$ cat config.mk
export PLATFORM = sky130hd
export DESIGN_NAME = rdc_counter
export DESIGN_NICKNAME = d
export VERILOG_FILES = /design/src/rdc_pkg.sv /design/src/pin_sync.sv /design/src/rdc_counter.sv
export SDC_FILE = /design/constraint.sdc
export NUM_CORES = 1
export LEC_CHECK = 0
export BUFFER_PORTS_ARGS = -buffer_cell sky130_fd_sc_hd__buf_2
export CAP_MARGIN = 0
export CORE_ASPECT_RATIO = 0.8
export CORE_MARGIN = 2
export CORE_UTILIZATION = 60
export DETAILED_ROUTE_END_ITERATION = 12
export PLACE_DENSITY = 0.84
export SLEW_MARGIN = 25
export SYNTH_ARGS = -nofsm -noshare
export SYNTH_HDL_FRONTEND = slang
export SYNTH_SLANG_ARGS = --single-unit
$ cat constraint.sdc
create_clock -name clk_i -period 7.1 [get_ports clk_i]
set_clock_uncertainty 0.1 [all_clocks]
set_input_delay 0 -clock clk_i [delete_from_list [all_inputs] [get_ports clk_i]]
set_output_delay 0 -clock clk_i [all_outputs]
set_load 0.01 [all_outputs]
$ cat src/rdc_pkg.sv
package rdc_pkg;
  // clock and pulse timing
  localparam int CLK_NS    = 4;                              // clk period
  localparam int BUSY_NS   = 150;                            // least busy width
  localparam int CARRY_NS  = 300;                            // least carry width
  localparam int BUSY_CYC  = (BUSY_NS + CLK_NS - 1) / CLK_NS;
  localparam int CARRY_CYC = (CARRY_NS + CLK_NS - 1) / CLK_NS;
  localparam logic [6:0] BUSY_LEN  = 7'(BUSY_CYC);           // busy cycles
  localparam logic [6:0] CARRY_LEN = 7'(CARRY_CYC);          // carry cycles

  // error quanta per lsb, hysteresis threshold
  localparam logic signed [5:0] LSB_QUANTA = 6'sh04;         // quanta per lsb
  localparam logic signed [5:0] ACC_MAX    = 6'sh07;         // accumulator cap

  // register byte offsets
  localparam logic [3:0] OFS_CTRL = 4'h0;                    // resolution
  localparam logic [3:0] OFS_POS  = 4'h4;                    // live counter
  localparam logic [3:0] OFS_STAT = 4'h8;                    // status bits

  // resolution codes
  typedef enum logic [1:0] {
    RES_10 = 2'h0,
    RES_12 = 2'h1,
    RES_14 = 2'h2,
    RES_16 = 2'h3
  } res_t;
  localparam res_t RES_RESET = RES_12;                       // after reset

  // control pins travelling together
  typedef struct packed {
    logic load_n;                                            // preset strobe
    logic cmp_n;                                             // complement mode
    logic inh_n;                                             // latch freeze
    logic en_n;                                              // output enable
    logic up;                                                // error quantum up
    logic dn;                                                // error quantum dn
  } pins_t;
  localparam pins_t PINS_IDLE = 6'h3c;                       // strobes inactive

  // valid counter bits for a resolution
  function automatic logic [15:0] res_mask(res_t r);
    case (r)
      RES_10:  res_mask = 16'h03ff;
      RES_12:  res_mask = 16'h0fff;
      RES_14:  res_mask = 16'h3fff;
      default: res_mask = 16'hffff;
    endcase
  endfunction : res_mask
endpackage : rdc_pkg

$ cat src/pin_sync.sv
`timescale 1ns/1ns
// three stage pin synchroniser with agreement filter
module pin_sync #(
  parameter int           W    = 1,                  // width
  parameter logic [W-1:0] INIT = '0                  // reset level
) (
  input  wire logic         clk_i,                   // system clock
  input  wire logic         rst_i,                   // sync reset
  input  wire logic [W-1:0] pin_i,                   // async pins
  output logic      [W-1:0] val_o                    // filtered level
);
  logic [W-1:0] s1_q, s2_q, s3_q, val_q, val_d;      // stages, result

  // a bit changes once stages two and three agree
  always_comb begin
    for (int i = 0; i < W; i++) begin
      val_d[i] = (s2_q[i] == s3_q[i]) ? s3_q[i] : val_q[i];
    end
  end

  // stage registers, reset to idle level
  always_ff @(posedge clk_i) begin
    if (rst_i) begin
      s1_q  <= INIT;
      s2_q  <= INIT;
      s3_q  <= INIT;
      val_q <= INIT;
    end else begin
      s1_q  <= pin_i;
      s2_q  <= s1_q;
      s3_q  <= s2_q;
      val_q <= val_d;
    end
  end

  assign val_o = val_q;
endmodule : pin_sync

$ cat src/rdc_counter.sv
`timescale 1ns/1ns
// position counter, latches and readback of the tracking converter
module rdc_counter (
  input  wire logic         clk_i,           // 250 mhz clock
  input  wire logic         rst_i,           // sync reset, high
  input  rdc_pkg::pins_t    pins_i,          // control and quantum pins
  input  wire logic [15:0]  data_i,          // data pins, in
  output logic      [15:0]  data_o,          // data pins, out
  output logic              data_oe_o,       // data pins driven
  output logic              dir_o,           // rotation sense, 1 up
  output logic              busy_o,          // busy pulse
  output logic              carry_out_o,     // revolution carry
  input  wire logic [3:0]   adr_i,           // wishbone byte address
  input  wire logic [31:0]  dat_i,           // wishbone write data
  output logic      [31:0]  dat_o,           // wishbone read data
  input  wire logic [3:0]   sel_i,           // byte enables
  input  wire logic         we_i,            // write
  input  wire logic         cyc_i,           // cycle
  input  wire logic         stb_i,           // strobe
  output logic              ack_o            // acknowledge
);
  import rdc_pkg::*;

  pins_t              pin_f;                 // filtered pins
  logic [15:0]        din_f;                 // filtered data word
  logic               up_prev_q, dn_prev_q;  // quantum edge history
  logic signed [5:0]  acc_q, acc_d;          // sub-lsb error
  logic [15:0]        cnt_q, cnt_d;          // position counter
  logic [15:0]        latch_q, latch_d;      // output latch
  logic               dir_q, dir_d;          // direction flop
  logic [6:0]         busy_cnt_q, busy_cnt_d;
  logic [6:0]         car_cnt_q, car_cnt_d;
  logic               busy_q, busy_d;
  logic               car_q, car_d;
  logic               oe_q, oe_d;
  logic               inh_prev_q;            // inhibit history
  res_t               res_q, res_d;          // selected resolution
  logic               ack_q, ack_d;
  logic [31:0]        rd_q, rd_d;
  logic               q_up, q_dn;            // quantum events
  logic               load, step, step_up;   // counter actions
  logic [15:0]        mask;                  // valid bits
  logic [15:0]        mask_nx;               // valid bits after bus write
  logic               dir_old_q;             // dir one cycle back
  logic               wrap;                  // step crosses zero

  // complement idles high through reset value
  pin_sync #(.W(6), .INIT(PINS_IDLE)) u_pin_sync (
    .clk_i (clk_i),
    .rst_i (rst_i),
    .pin_i (pins_i),
    .val_o (pin_f)
  );

  pin_sync #(.W(16), .INIT(16'h0000)) u_data_sync (
    .clk_i (clk_i),
    .rst_i (rst_i),
    .pin_i (data_i),
    .val_o (din_f)
  );

  // event decode
  always_comb begin
    mask    = res_mask(res_q);
    mask_nx = res_mask(res_d);
    q_up    = pin_f.up & ~up_prev_q & ~(pin_f.dn & ~dn_prev_q);
    q_dn    = pin_f.dn & ~dn_prev_q & ~(pin_f.up & ~up_prev_q);
    load    = ~pin_f.load_n;
    // step only with a full lsb of error in dir sense
    step_up = dir_q;
    // a fresh sense change waits one cycle, so dir leads the step
    step    = ~load & ~busy_q & (dir_q == dir_old_q) &
              ((dir_q & (acc_q >= LSB_QUANTA)) |
               (~dir_q & (acc_q <= -LSB_QUANTA)));
    wrap    = step_up ? (cnt_q == mask) : (cnt_q == 16'h0000);
  end

  // next state of the tracking core
  always_comb begin
    acc_d      = acc_q;
    cnt_d      = cnt_q & mask;
    dir_d      = dir_q;
    busy_cnt_d = busy_cnt_q;
    car_cnt_d  = car_cnt_q;
    latch_d    = latch_q & mask_nx;
    // each quantum sets the sense at once
    if (q_up) begin
      dir_d = 1'b1;
      acc_d = (acc_q < ACC_MAX) ? acc_q + 6'sh01 : acc_q;
    end else if (q_dn) begin
      dir_d = 1'b0;
      acc_d = (acc_q > -ACC_MAX) ? acc_q - 6'sh01 : acc_q;
    end
    if (load) begin
      // preset path, complement clears the bits set in the data word
      if (~pin_f.cmp_n) begin
        cnt_d = cnt_q & ~din_f & mask;
      end else begin
        cnt_d = din_f & mask;
      end
    end else if (step) begin
      // dir already stood a cycle before this step
      if (step_up) begin
        cnt_d = 16'(cnt_q + 16'h0001) & mask;
        acc_d = acc_d - LSB_QUANTA;
      end else begin
        cnt_d = 16'(cnt_q - 16'h0001) & mask;
        acc_d = acc_d + LSB_QUANTA;
      end
    end
    // clip with the resolution that stands next cycle
    cnt_d = cnt_d & mask_nx;
    // busy pulse per step or inhibit release
    if (step | (pin_f.inh_n & ~inh_prev_q)) begin
      busy_cnt_d = BUSY_LEN;
    end else if (busy_cnt_q != 7'h00) begin
      busy_cnt_d = busy_cnt_q - 7'h01;
    end
    if (step & wrap) begin
      car_cnt_d = CARRY_LEN;
    end else if (car_cnt_q != 7'h00) begin
      car_cnt_d = car_cnt_q - 7'h01;
    end
    busy_d = busy_cnt_d != 7'h00;
    car_d  = car_cnt_d != 7'h00;
    // latch copies counter unless frozen
    if (pin_f.inh_n) begin
      latch_d = cnt_d;
    end
    oe_d = ~pin_f.en_n;
  end

  // tracking core registers
  always_ff @(posedge clk_i) begin
    if (rst_i) begin
      acc_q      <= 6'sh00;
      cnt_q      <= 16'h0000;
      dir_q      <= 1'b1;
      dir_old_q  <= 1'b1;
      busy_cnt_q <= 7'h00;
      car_cnt_q  <= 7'h00;
      busy_q     <= 1'b0;
      car_q      <= 1'b0;
      latch_q    <= 16'h0000;
      oe_q       <= 1'b0;
      up_prev_q  <= 1'b0;
      dn_prev_q  <= 1'b0;
      inh_prev_q <= 1'b1;
    end else begin
      acc_q      <= acc_d;
      cnt_q      <= cnt_d;
      dir_q      <= dir_d;
      dir_old_q  <= dir_q;
      busy_cnt_q <= busy_cnt_d;
      car_cnt_q  <= car_cnt_d;
      busy_q     <= busy_d;
      car_q      <= car_d;
      latch_q    <= latch_d;
      oe_q       <= oe_d;
      up_prev_q  <= pin_f.up;
      dn_prev_q  <= pin_f.dn;
      inh_prev_q <= pin_f.inh_n;
    end
  end

  // wishbone slave: ack one cycle after request
  always_comb begin
    res_d = res_q;
    ack_d = cyc_i & stb_i & ~ack_q;
    rd_d  = rd_q;
    if (ack_d) begin
      rd_d = 32'h0000_0000;                              // unmapped reads zero
      case (adr_i)
        OFS_CTRL: rd_d = {30'h0, res_q};
        OFS_POS:  rd_d = {16'h0, cnt_q};
        OFS_STAT: rd_d = {22'h0, dir_q, busy_q, car_q, oe_q, acc_q};
        default:  rd_d = 32'h0000_0000;
      endcase
      if (we_i & sel_i[0] & (adr_i == OFS_CTRL)) begin
        res_d = res_t'(dat_i[1:0]);
      end
    end
  end

  // bus registers
  always_ff @(posedge clk_i) begin
    if (rst_i) begin
      res_q <= RES_RESET;
      ack_q <= 1'b0;
      rd_q  <= 32'h0000_0000;
    end else begin
      res_q <= res_d;
      ack_q <= ack_d;
      rd_q  <= rd_d;
    end
  end

  assign data_o      = latch_q;
  assign data_oe_o   = oe_q;
  assign dir_o       = dir_q;
  assign busy_o      = busy_q;
  assign carry_out_o = car_q;
  assign dat_o       = rd_q;
  assign ack_o       = ack_q;
endmodule : rdc_counter

; After elaboration in Yosys (flattened, before gate mapping)
; Index checks and enable logic that the tools add are counted.
[word_totals]
regBits = 183
latch_bits = 0
ramBits = 0
romBits = 0
inputBits = 67
out_inout_bits = 53
word_cells = 152
mem_count = 0
[op_classes]
addsub = 8
mul = 0
div = 0
n_lt_le_gt_ge = 4
n_eq_ne = 30
shifts = 0
muxes = 22
bitwise = 35
n_reduce_logical = 9
[op_table]
columns = operator, count
row1 = $pmux 16 s3, 3
row2 = $and 16x16->16, 8
row3 = $mux 16, 5
row4 = $mux 6, 7
row5 = $mux 7, 4
row6 = $reduce_bool 7->1, 4
row7 = $eq 1x1->1, 23
row8 = $add 16x1->16 const B, 1
row9 = $eq 16x16->1, 1
row10 = $logic_not 16->1, 1
row11 = $not 16->16, 1
row12 = $sub 16x1->16 const B, 1
row13 = $and 1x1->1, 15
row14 = $sub 7x1->7 const B, 2
row15 = $not 1->1, 9
row16 = $add 6x2->6 const B, 1
row17 = $add 6x4->6 const B, 1
row18 = $ge 6x4->1 const B, 1
row19 = $gt 6x4->1 const B, 1
row20 = $le 6x3->1 const B, 1
row21 = $lt 6x4->1 const B, 1
row22 = $sub 6x2->6 const B, 1
row23 = $sub 6x4->6 const B, 1
row24 = $eq 2x1->1 const B, 2
row25 = 9 further kinds, 13

; Longest topological paths before layout
; Gate-level depths: netlist of run 1.
[logic_depth]
depth_word = 10
mapped_depth = 16
depth_no_buf = 14

; By module
; From an unflattened synthesis of run 1, not the netlist that was laid out.
[hier_totals]
hier_cells = 813
area_unflattened_um2 = 7579.8
[modules_own_cells]
columns = mod, instances, cells_each, area_per_inst_um2
row1 = rdc_counter, 1, 584, 4815.9
row2 = pin_sync at u_data_sync, 1, 167, 2050.7
row3 = pin_sync at u_pin_sync, 1, 62, 713.2

; Worst setup path before layout of run 1
; Ideal clock, no wire load.
[synth_timing]
path_kind = register to register
startpoint = reg dir_q (netlist: dir_o)
endpoint = reg latch_q[15] (netlist: data_o[15])
arrival_ns = 2.908
path_slack_ns = 3.976
path_stages_with_launch = 11
synth_period_minus_slack_ns = 3.124
cell_sequence = dfxtp_1 > clkbuf_1 > inv_1 > ha_1 > a21oi_1 > o21ai_0 > or3b_2 > o211ai_1 > o31ai_1 > mux2i_1 > a41o_1
[synth_via]
elab_chain_len = 8
word_cells_on_any_way = 12
classes_between = 1 x eq/ne / 4 x mux / 7 x bitwise
[synth_lines]
columns = item, line_no
row1 = start: declaration, rdc_counter.sv:30  ; logic dir_q, dir_d;
row2 = start signal: assignment, rdc_counter.sv:152  ; dir_q <= dir_d;
row3 = $not 1->1, rdc_counter.sv:74  ; (~dir_q & (acc_q <= -LSB_QUANTA)));
row4 = $and 1x1->1, rdc_counter.sv:74
row5 = $or 1x1->1, rdc_counter.sv:73  ; ((dir_q & (acc_q >= LSB_QUANTA)) |
row6 = $and 1x1->1, rdc_counter.sv:72  ; step = ~load & ~busy_q & (dir_q == dir_old_q) &
row7 = $mux 16 *, rdc_counter.sv:101  ; end else if (step) begin
row8 = $mux 16 *, rdc_counter.sv:94  ; if (load) begin
row9 = $and 16x16->16 *, rdc_counter.sv:112  ; cnt_d = cnt_d & mask_nx;
row10 = $mux 16 *, rdc_counter.sv:127  ; if (pin_f.inh_n) begin
row11 = end signal: assignment, rdc_counter.sv:158  ; latch_q <= latch_d;
row12 = end: declaration, rdc_counter.sv:29  ; logic [15:0] latch_q, latch_d;
; Every way passes the cells marked *; elsewhere a longest branch is shown, timed or not.
; A chain may end at the register's enable or synchronous reset.

; Worst setup path after layout of run 1
; Same ends and word-level chain as after synthesis.

==> results by group, run 1 <==
Yosys
  • Cell Area, Synth: 7410 sq um
  • Top_reg_cell synth: dfxtp_1
  • Synth area leader: dfxtp_1
  • Synth top area share: 45.1%
  • Netlist cell types: 70
  • Top post-synthesis cells by area: dfxtp_1 (45%), nor2b_1 (5.3%), a21oi_1 (4.8%), nor2_1 (4.6%), ha_1 (4.0%)
  • FFs w/ async S/R, synth: 0%
  • Post-synthesis sequential area ratio: 45.1%
  • Seq cells post-synth: 167
  • Mean post-synth cell area: just under 9 sq um
  • Synth warn: 0
  • Post-synth EDFFs: 0
  • Post-synthesis cell count: ~860

GRT
  • Grt ovf: 0
  • Vias in the first global route: roughly 5,700
  • Initial antenna violation count: 0
  • Largest net degree at the start of global routing: 80
  • Wire length of the first global-routing pass: between 20,000 and 30,000 microns
  • Gr usage total: a little over a quarter

Worst setup path
  • CP Buf/Inv Count: 1
  • Max incr delay on CP: between 700 and 800 ps
  • CP endpoint kind: flop
  • CP Class: reg -> reg
  • Slowest-stage cell, CP: dfxtp_1
  • Critical Path Fanout Max: 17
  • Crit-path leading delay family: compound AO/OA/AOI/OAI gates
  • CP Launch Point: dir_o
  • CP Data Required Time: about 7300 ps
  • Worst-path cell chain: inv_1 > ha_1 > a21oi_1 > o21ai_0 > or3b_2 > o211ai_1 > o31ai_1 > mux2i_1 > a41o_1
  • Crit path DAT: 3860 ps
  • FF-to-FF Start: dir_o
  • CP Launch Type: flop

Route
  • Top sig layer: met4
  • M1 wire length: about 7600 microns
  • DRT Wirelength: 17,200 microns
  • Met2 WL: between 8000 and 9000 microns
  • Detailed Routing Iterations Pass 1: 5
  • Via/cell ratio: around 5.8
  • WL per Instance: between 15 and 20 microns
  • Final ANT Viol Nets: 0
  • Via count: ~6,400
  • Met3 WL: about 1000 microns
  • Drt drc: 0
  • DR iter-0 viols: roughly 600

Layout
  • Finished Cell Area: between 8000 and 9000 sq um
  • Final Net Count: between 1,000 and 1,500
  • Layout cells sized above 1: between 10% and 20%
  • Layout area overhead: 16.5%
  • Finished Core Util: a little under three quarters
  • Commonest non-fill, non-tap cell in the layout: dfxtp_1
  • Commonest cells after routing, fill and taps aside: dfxtp_1 (167), nor2_1 (90), a21oi_1 (71), nand2_1 (70), buf_2 (69)
  • N_diodes: 0

Clock tree
  • Root Driver: clkbuf_16
  • Number of buffers created by CTS: 17
  • CTS Buffer Depth: 2
  • Clock H-tree levels: 4
  • Setup bufs post-CTS: 0
  • Skew-Pair Late Insertion Delay: between 400 and 500 ps
  • CTS tree: built
  • Worst-path clk slew: ~70 ps
  • Clock sinks: 167

Run
  • Maxcap violations: 0

Timing
  • Slew HR: approximately a third
  • Worst Hold Slack: about 57 ps
  • Max Slew Vio Count: 0
  • Final-report hold violation count: 0
  • Worst-Margin Slew: about 1000 ps
  • Setup-failing EPs final: 0
  • Part of the cycle the worst path needs: about half
  • Clock period minus worst slack: about 3600 ps
  • Fmax: 275 MHz
  • Setup TNS Final: 0 ps
  • Unrepaired setup endpoints after global routing: false

Die
  • Die ar.: approximately 13,000 sq um
  • Die height: between 100 and 150 microns
  • IO Pins: 120
  • Core ar.: between 10,000 and 15,000 sq um
  • Row Count: 36
  • Starting Density: 61.2%
  • DIE WIDTH: approximately 130 microns

Outcome
  • Status: finished clean

Place
  • DP HPWL: approximately 11,000 microns
  • Final GP Congestion: 0.931
  • Post-placement cell area: slightly below 8000 sq um
  • PortBufs: 70

Worst hold path
  • Hold Crit Class: in -> reg
  • Min-Delay Startpoint: sel_i[0]

Pwr
  • Pwr dens: 317 nW/um^2
  • Worst VDD drop: ~0.00023 V
  • Lkg Pwr: about 3.6 nW
==> sequential cells by signal, summed over array words and instances (netlist names), 7 cells and up <==
register and cells:
busy_cnt_q 7, car_cnt_q 7, cnt_q 16, dat_o 16, data_o 16, u_data_sync.s1_q 16, u_data_sync.s2_q 16, u_data_sync.s3_q 16
u_data_sync.val_o 16
==> area by class of cell <==
cell class                      count  area [sq um]
Tap cell                          152           190
Sequential cell                   167          3340
Multi-Input combinational cell    620          3740
Clock inverter                     15           153
Inverter                           22          82.6
Clock buffer                       17           425
Timing Repair Buffer              106           703
Fill cell                         914          3480
==> power breakdown <==
group          internal (mW)  switching [mW]  leakage [nW]  total [mW]
clock network          0.468           0.417         0.288       0.885
logic                  0.296           0.410          1.95       0.706
registers               1.03           0.114          1.36        1.15
total                   1.80           0.941          3.61        2.74
==> cells by family (layout without fill, tap and decap cells) <==
kind of cell	after synthesis	count (layout)	share of synthesized area, %
other	1	16	0.0506
xor gates and xnor gates	22	22	2.60
muxes	12	12	1.64
DFF	167	167	45.1
adders and majority gates	27	27	4.72
buffers and inverters	83	160	5.28
and+or+nand+nor	329	329	22.2
AOI/OAI and AO/OA	214	214	18.4
==> worst paths after layout <==
| kind | slack [ps] | depth (start not counted) | endpoint |
|---|---|---|---|
| min reg2reg | 310 | 1 | u_pin_sync.s2_q[2] |
| max reg2reg | 3460 | 9 | data_o[15] |
| max | 3460 | 9 | data_o[15] |
| min | 60 | 4 | res_q[0] |
==> worst min-delay path, stage by stage <==
cell and delay, ps:
buf_2 100, nand4_1 280, mux2i_1 130, nand2_1 60
==> cell usage after synthesis (4+ instances only) <==
master,count
or2_2,13
xnor2_1,14
nand2_1,70
dfxtp_1,167
o211ai_1,6
buf_2,4
buf_4,18
nor3b_1,6
nor3_1,24
a31oi_1,6
a21oi_1,71
o21ai_0,47
and3_1,6
a22oi_1,17
mux2i_1,11
ha_1,24
o31ai_1,7
nor2_1,90
inv_1,21
nand4b_1,4
o21a_1,4
clkbuf_1,34
or3_1,6
buf_1,4
nor2b_1,63
nor4_1,8
nand4_1,9
nand3_1,15
xor2_1,8
a211oi_1,19
==> layer usage <==
| layer | global-route usage, % | vias up |
|---|---|---|
| li1 | - | 3127 |
| met1 | 32.4 | 2969 |
| met2 | 45.0 | 225 |
| met3 | 5.40 | 53 |
| met4 | 10.9 | 0 |
| met5 | 0 | - |
==> per-stage QoR <==
stage | worst slack (ps) | instances | power [mW]
floorplan | 3980 | 870 | 1.69
global placement | 3590 | 1035 | 1.82
detailed placement | 3540 | 1035 | 1.84
CTS | 3540 | 1099 | 2.73
global route | 3210 | 1099 | 2.88
finish | 3460 | 1099 | 2.74
==> what timing repair did <==
| action | in CTS | in global routing |
|---|---|---|
| endpoints found under the hold margin | 38 | 0 |
| endpoints found under the setup margin | 0 | 0 |
| gates resized for setup | 0 | 0 |
| hold buffers | 32 | 0 |
(Power assumes the default switching activity.)
==> run 2, diff against run 1 <==
--- a/config.mk
+++ b/config.mk
@@ -9,9 +9,9 @@
 export CAP_MARGIN = 0
 export CORE_ASPECT_RATIO = 0.8
 export CORE_MARGIN = 2
-export CORE_UTILIZATION = 60
+export CORE_UTILIZATION = 51
 export DETAILED_ROUTE_END_ITERATION = 12
-export PLACE_DENSITY = 0.84
+export PLACE_DENSITY = 0.76
 export SLEW_MARGIN = 25
 export SYNTH_ARGS = -nofsm -noshare
 export SYNTH_HDL_FRONTEND = slang
==> constraint.sdc (replaced) <==
create_clock -name clk_i -period 3.2 [get_ports clk_i]
set_clock_uncertainty 0.1 [all_clocks]
set_input_delay 0 -clock clk_i [delete_from_list [all_inputs] [get_ports clk_i]]
set_output_delay 0 -clock clk_i [all_outputs]
set_load 0.01 [all_outputs]
==> run 2 against run 1 <==
Net effect: sequential cell count is the same; wire length down 1.3%; utilization down 9.1 points; cell count rose by 4.9%; clock power increased by 140%; setup slack lost 3300 ps.
==> results by group, run 2 (synthesis results as in run 1) <==
Clock tree
  • Resized Gates After CTS: 0 (unchanged)
  • Setup bufs post-CTS: 0 (unchanged)
  • Worst-path clk slew: 70 ps (about the same)
  • CTS Buffer Depth: 2 (unchanged)
  • CTS tree: built
  • Root Driver: clkbuf_16
  • Clock H-tree levels: 4 (unchanged)
  • Skew-Pair Late Insertion Delay: 430 ps (about the same)
  • Number of buffers created by CTS: 17 (unchanged)
  • Hold buffers post-CTS: 31 (-3.1%)
  • Clock sinks: 167 (unchanged)

Worst setup path
  • Crit path DAT: 3210 ps (-650 ps)
  • CP Class: reg -> reg
  • CP Launch Type: flop
  • CP Data Required Time: 3380 ps (-3940 ps)
  • Critical Path Fanout Max: 19 (+2)
  • CP endpoint kind: flop

Layout
  • Sequential Area: 3340 sq um (unchanged)
  • Finished Layout Cells: 1,153 (+4.9%)
  • Final Net Count: 1,049 (+2.1%)
  • Commonest cells after routing, fill and taps aside: dfxtp_1 (167), nor2_1 (90), a21oi_1 (71), nand2_1 (70), buf_2 (69)
  • Layout area overhead: 19.5%
  • N_diodes: 0 (unchanged)
  • Commonest non-fill, non-tap cell in the layout: dfxtp_1
  • Fill cells: 1,208 (+32%)
  • Layout cells sized above 1: 15.8% (+2.0 points)
  • Footprint of the multi-input gates: 3740 sq um (-0.13%)

Route
  • Met3 WL: 1170 microns (+17%)
  • Detailed Routing Iterations Pass 1: 5 (unchanged)
  • Via/cell ratio: 5.42 (-6.5%)
  • Final ANT Viol Nets: 0 (unchanged)
  • Met2 WL: 7470 microns (-8.2%)
  • M1 wire length: 7960 microns (+5.2%)
  • Drt drc: 0 (unchanged)
  • Via count: 6,252 (-1.9%)
  • DR iter-0 viols: 482 (-20%)
  • DRT Wirelength: 17,000 microns (-1.3%)
  • Top sig layer: met4
  • WL per Instance: 14.7 microns (-5.9%)

GRT
  • Grt ovf: 0 (unchanged)
  • Initial antenna violation count: 0 (unchanged)
  • Gr usage total: 22.4% (-3.7 points)
  • Vias in the first global route: 5,772 (+0.45%)
  • Largest net degree at the start of global routing: 81 (+1.3%)
  • Wire length of the first global-routing pass: 28,200 microns (+3.6%)

Timing
  • Fmax: 331 MHz (+20%)
  • Max Slew Vio Count: 0 (unchanged)
  • PnR worst setup slack: 177 ps (-3290 ps)
  • Final-report hold violation count: 0 (unchanged)
  • Setup-failing EPs final: 0 (unchanged)
  • Slew HR: 45.4% (+12 points)
  • Setup TNS Final: 0 ps (unchanged)
  • Unrepaired setup endpoints after global routing: false
  • Worst-Margin Slew: 819 ps (-180 ps)
  • Clock period minus worst slack: 3020 ps (-615 ps)
  • Part of the cycle the worst path needs: 94.5% (+43 points)

Die
  • Row Count: 39 (+8.3%)
  • DIE WIDTH: 139 microns (+8.2%)
  • IO Pins: 120 (unchanged)
  • Die ar.: 15,500 sq um (+17%)
  • Core ar.: 14,200 sq um (+18%)
  • Die height: 112 microns (+8.1%)
  • Starting Density: 52.0% (-9.2 points)

Run
  • Maxcap violations: 0 (unchanged)

Pwr
  • Pwr dens: 706 nW/um^2 (+120%)
  • Lkg Pwr: 3.72 nW (+3.1%)
  • Worst VDD drop: 0.000468 V (+100%)

Place
  • PortBufs: 70 (unchanged)
  • DP HPWL: 11,600 microns (+4.1%)
  • Pre-CTS WS: 366 ps (-3180 ps)
  • # placed instances: 1,090 (+5.3%)
  • Final GP Congestion: 0.949 (+2.0%)

Worst hold path
  • Hold Crit Class: in -> reg

Outcome
  • Status: finished clean
## run 2: cell count changes in the layout (fill, tap and decap cells not counted), moves of 2 or more
cell	before	now
buf_4	5	28
clkinv_4	1	4
clkinv_8	3	0
bufinv_16	0	2
inv_6	4	2
## run 2: path summary, 6_finish.rpt
path                      start            endpoint  slack [ps]  depth (start not counted)
min                    sel_i[0]            res_q[0]          60                          4
max reg2reg               ack_o            dat_o[0]         180                          9
min reg2reg  u_pin_sync.s1_q[2]  u_pin_sync.s2_q[2]         310                          1
max                       ack_o            dat_o[0]         180                          9
## run 2: critical path: stages (launching register included)
cell and delay (ps):
dfxtp_1 320, nand3b_1 90, dlygate4sd3_1 540, buf_4 230
nor3_1 70, buf_4 150, dlygate4sd3_1 580, a22oi_1 170
dlygate4sd3_1 590, nor2_1 40
## run 2: metal layers
layer	global-route usage, %	vias up
li1	-	3180
met1	30.8	2855
met2	34.2	189
met3	5.63	28
met4	8.48	0
met5	0	-
## run 2: stage by stage
step                      power (mW)  hold slack (ps)  cell area, sq um  util [%]
after floorplan                 3.76             3.81              7470         -
after global placement          4.14             83.0              7950      55.8
after detailed placement        4.16             84.6              7950      55.8
after CTS                       6.26             38.8              8860      62.2
after global routing            6.63              104              8860      62.2
final                           6.26             64.3              8860      62.2
## run 2: where the power goes
group | internal [mW] | leakage [nW] | total [mW] | switching [mW]
Sequential | 2.29 | 1.36 | 2.50 | 0.205
Combinational | 0.726 | 2.06 | 1.69 | 0.960
Clock | 1.19 | 0.297 | 2.08 | 0.884
Total | 4.21 | 3.72 | 6.26 | 2.05
## run 2: area by class of cell
cell class,count,share of cell area [%]
multi-input cells,620,42.2
clock inverters,14,1.85
flip-flops and latches,167,37.7
clock buffers,18,4.96
inverters,22,0.932
repair buffers,128,9.77
well taps,184,2.60
==> run 3, diff against run 2 <==
--- a/config.mk
+++ b/config.mk
@@ -11,6 +11,7 @@
 export CORE_MARGIN = 2
 export CORE_UTILIZATION = 51
 export DETAILED_ROUTE_END_ITERATION = 12
+export MAX_ROUTING_LAYER = met4
 export PLACE_DENSITY = 0.76
 export SLEW_MARGIN = 25
 export SYNTH_ARGS = -nofsm -noshare
==> run 3 against run 2 <==
Net effect: worst hold slack lost 10 ps; sequential share of layout area shrank 0.12 points; maximum frequency grew 0.40%; wire length grew 0.89%; count of clock-buffer cells in the layout is the same; power grew 1.7%; cell count is essentially flat; cell area grew 0.31%; sequential cell count is the same; critical path type unchanged; largest power group unchanged.
==> results by group, run 3 (synthesis results as in run 1) <==
GRT
  • Initial antenna violation count: 0 (unchanged)
  • Wire length of the first global-routing pass: 28,200 microns (about the same)
  • Grt met3 use: 4.77% (-0.86 points)
  • Grt ovf: 0 (unchanged)
  • Gr usage total: 23.1% (+0.73 points)
  • GRT busiest layer: met2
  • Met2 global-route usage: 35.4% (+1.2 points)
  • Largest net degree at the start of global routing: 76 (-6.2%)
  • GR Util met1: 30.8% (-0.034 points)
  • Vias in the first global route: 5,712 (-1.0%)

Layout
  • Commonest cells after routing, fill and taps aside: dfxtp_1 (167), nor2_1 (90), a21oi_1 (71), nand2_1 (70), buf_2 (69)
  • Finished Core Util: 62.4% (+0.19 points)
  • Fill cells: 1,223 (+1.2%)
  • Layout cells sized above 1: 15.7% (-0.087 points)
  • Commonest non-fill, non-tap cell in the layout: dfxtp_1
  • Finished Cell Area: 8890 sq um (+0.31%)
  • Final Net Count: 1,048 (-0.095%)
  • N_diodes: 0 (unchanged)
  • Layout area overhead: 19.9%

Timing
  • Worst-Margin Slew: 880 ps (+60.2 ps)
  • Final-report hold violation count: 0 (unchanged)
  • Setup TNS Final: 0 ps (unchanged)
  • Fmax: 332 MHz (+0.40%)
  • Clock period minus worst slack: 3010 ps (-12.1 ps)
  • PnR worst setup slack: 189 ps (+12.1 ps)
  • Part of the cycle the worst path needs: 94.1% (-0.38 points)
  • Setup-failing EPs final: 0 (unchanged)
  • Slew HR: 40.9% (-4.5 points)
  • Unrepaired setup endpoints after global routing: false
  • Max Slew Vio Count: 0 (unchanged)

Worst setup path
  • R2R cell count: 9 (unchanged)
  • Critical Path Fanout Max: 19 (unchanged)
  • CP Launch Point: ack_o
  • CP Class: reg -> reg
  • CP Launch Type: flop
  • CP Data Required Time: 3470 ps (+90 ps)
  • Crit path DAT: 3280 ps (+70 ps)
  • CP endpoint kind: flop
  • FF-to-FF Start: ack_o

Place
  • PortBufs: 70 (unchanged)
  • Final GP Congestion: 0.977 (+2.9%)
  • Pre-CTS WS: 383 ps (+16.3 ps)
  • DP HPWL: 11,600 microns (+0.25%)
  • Post-placement cell area: 7940 sq um (about the same)

Route
  • DR iter-0 viols: 489 (+1.5%)
  • Final ANT Viol Nets: 0 (unchanged)
  • Detailed Routing Iterations Pass 1: 5 (unchanged)
  • Via count: 6,298 (+0.74%)
  • Via/cell ratio: 5.47 (+0.82%)
  • WL per Instance: 14.9 microns (+0.98%)
  • DRT Wirelength: 17,100 microns (+0.89%)
  • Drt drc: 0 (unchanged)

Pwr
  • Worst VDD drop: 0.000666 V (+42%)
  • Pwr dens: 716 nW/um^2 (+1.4%)
  • Lkg Pwr: 3.73 nW (+0.40%)
  • Pwr Total: 6.36 mW (+1.7%)

Die
  • DIE WIDTH: 139 microns (unchanged)
  • Die height: 112 microns (unchanged)
  • Row Count: 39 (unchanged)
  • Core ar.: 14,200 sq um (unchanged)
  • Starting Density: 52.0% (unchanged)
  • Die ar.: 15,500 sq um (unchanged)
  • IO Pins: 120 (unchanged)

Clock tree
  • CTS Buffer Depth: 2 (unchanged)
  • Worst-path clk slew: 70 ps (about the same)
  • Clock sinks: 167 (unchanged)
  • Setup bufs post-CTS: 0 (unchanged)
  • Number of buffers created by CTS: 17 (unchanged)
  • Skew-Pair Late Insertion Delay: 440 ps (about the same)
  • CTS tree: built
  • Clock H-tree levels: 4 (unchanged)
  • Root Driver: clkbuf_16

Worst hold path
  • Cells on Worst Hold Path: 4 (unchanged)
  • Min-Delay Startpoint: sel_i[0]
  • Hold Crit Class: in -> reg

Outcome
  • Status: finished clean

Run
  • Maxcap violations: 0 (unchanged)
run 3: cell count changes in the layout (fill, tap and decap cells not counted), sizes merged:
cell	delta
buf	-1
bufinv	+1
clkinv	-6
clkinvlp	-1
inv	+6
run 3: what timing repair did:
item	4_1_cts	5_1_grt
setup endpoints to repair	0	1
hold buffers	31	0
gates resized for setup	0	1
hold endpoints to repair	36	0
run 3: report_power, final:
part	switching, mW	leakage, nW	internal (mW)
sequential	0.211	1.36	2.29
combinational	0.950	2.05	0.713
clock	0.907	0.317	1.29
run 3: cell type report:
cell class	count	area, sq um	share of cell area, %
clock buffers	18	439	4.94
flip-flops and latches	167	3340	37.6
clock inverters	14	199	2.24
well taps	184	230	2.59
inverters	22	82.6	0.929
repair buffers	127	858	9.66
multi-input cells	620	3740	42.0
run 3: metrics by stage:
stage | hold slack [ps] | cells
after floorplan | 3.81 | 870
after detailed placement | 87.0 | 1089
after CTS | 11.7 | 1152
final | 54.0 | 1152
after global placement | 84.8 | 1089
after global routing | 77.1 | 1152
run 3: worst paths after layout:
check	to	slack, ps
worst min register to register	u_pin_sync.s2_q[3]	310
worst max register to register	data_o[13]	190
worst min-delay path	res_q[0]	50
worst max-delay path	data_o[13]	190
run 3: per-layer routing:
metal  share of wire, %  up-vias
met4                1.3        0
met2                 45      190
met3                6.8       17
met1                 47     2915
li1                   -     3176
met5                  0        -
run 3: worst max-delay path, stage by stage (launching register included):
cell	delay, ps
dfxtp_1	300
nand3b_1	140
dlygate4sd3_1	550
buf_4	200
nor3_1	160
buf_4	160
nand4_1	340
mux2i_1	250
or4b_2	640
o21ai_0	90
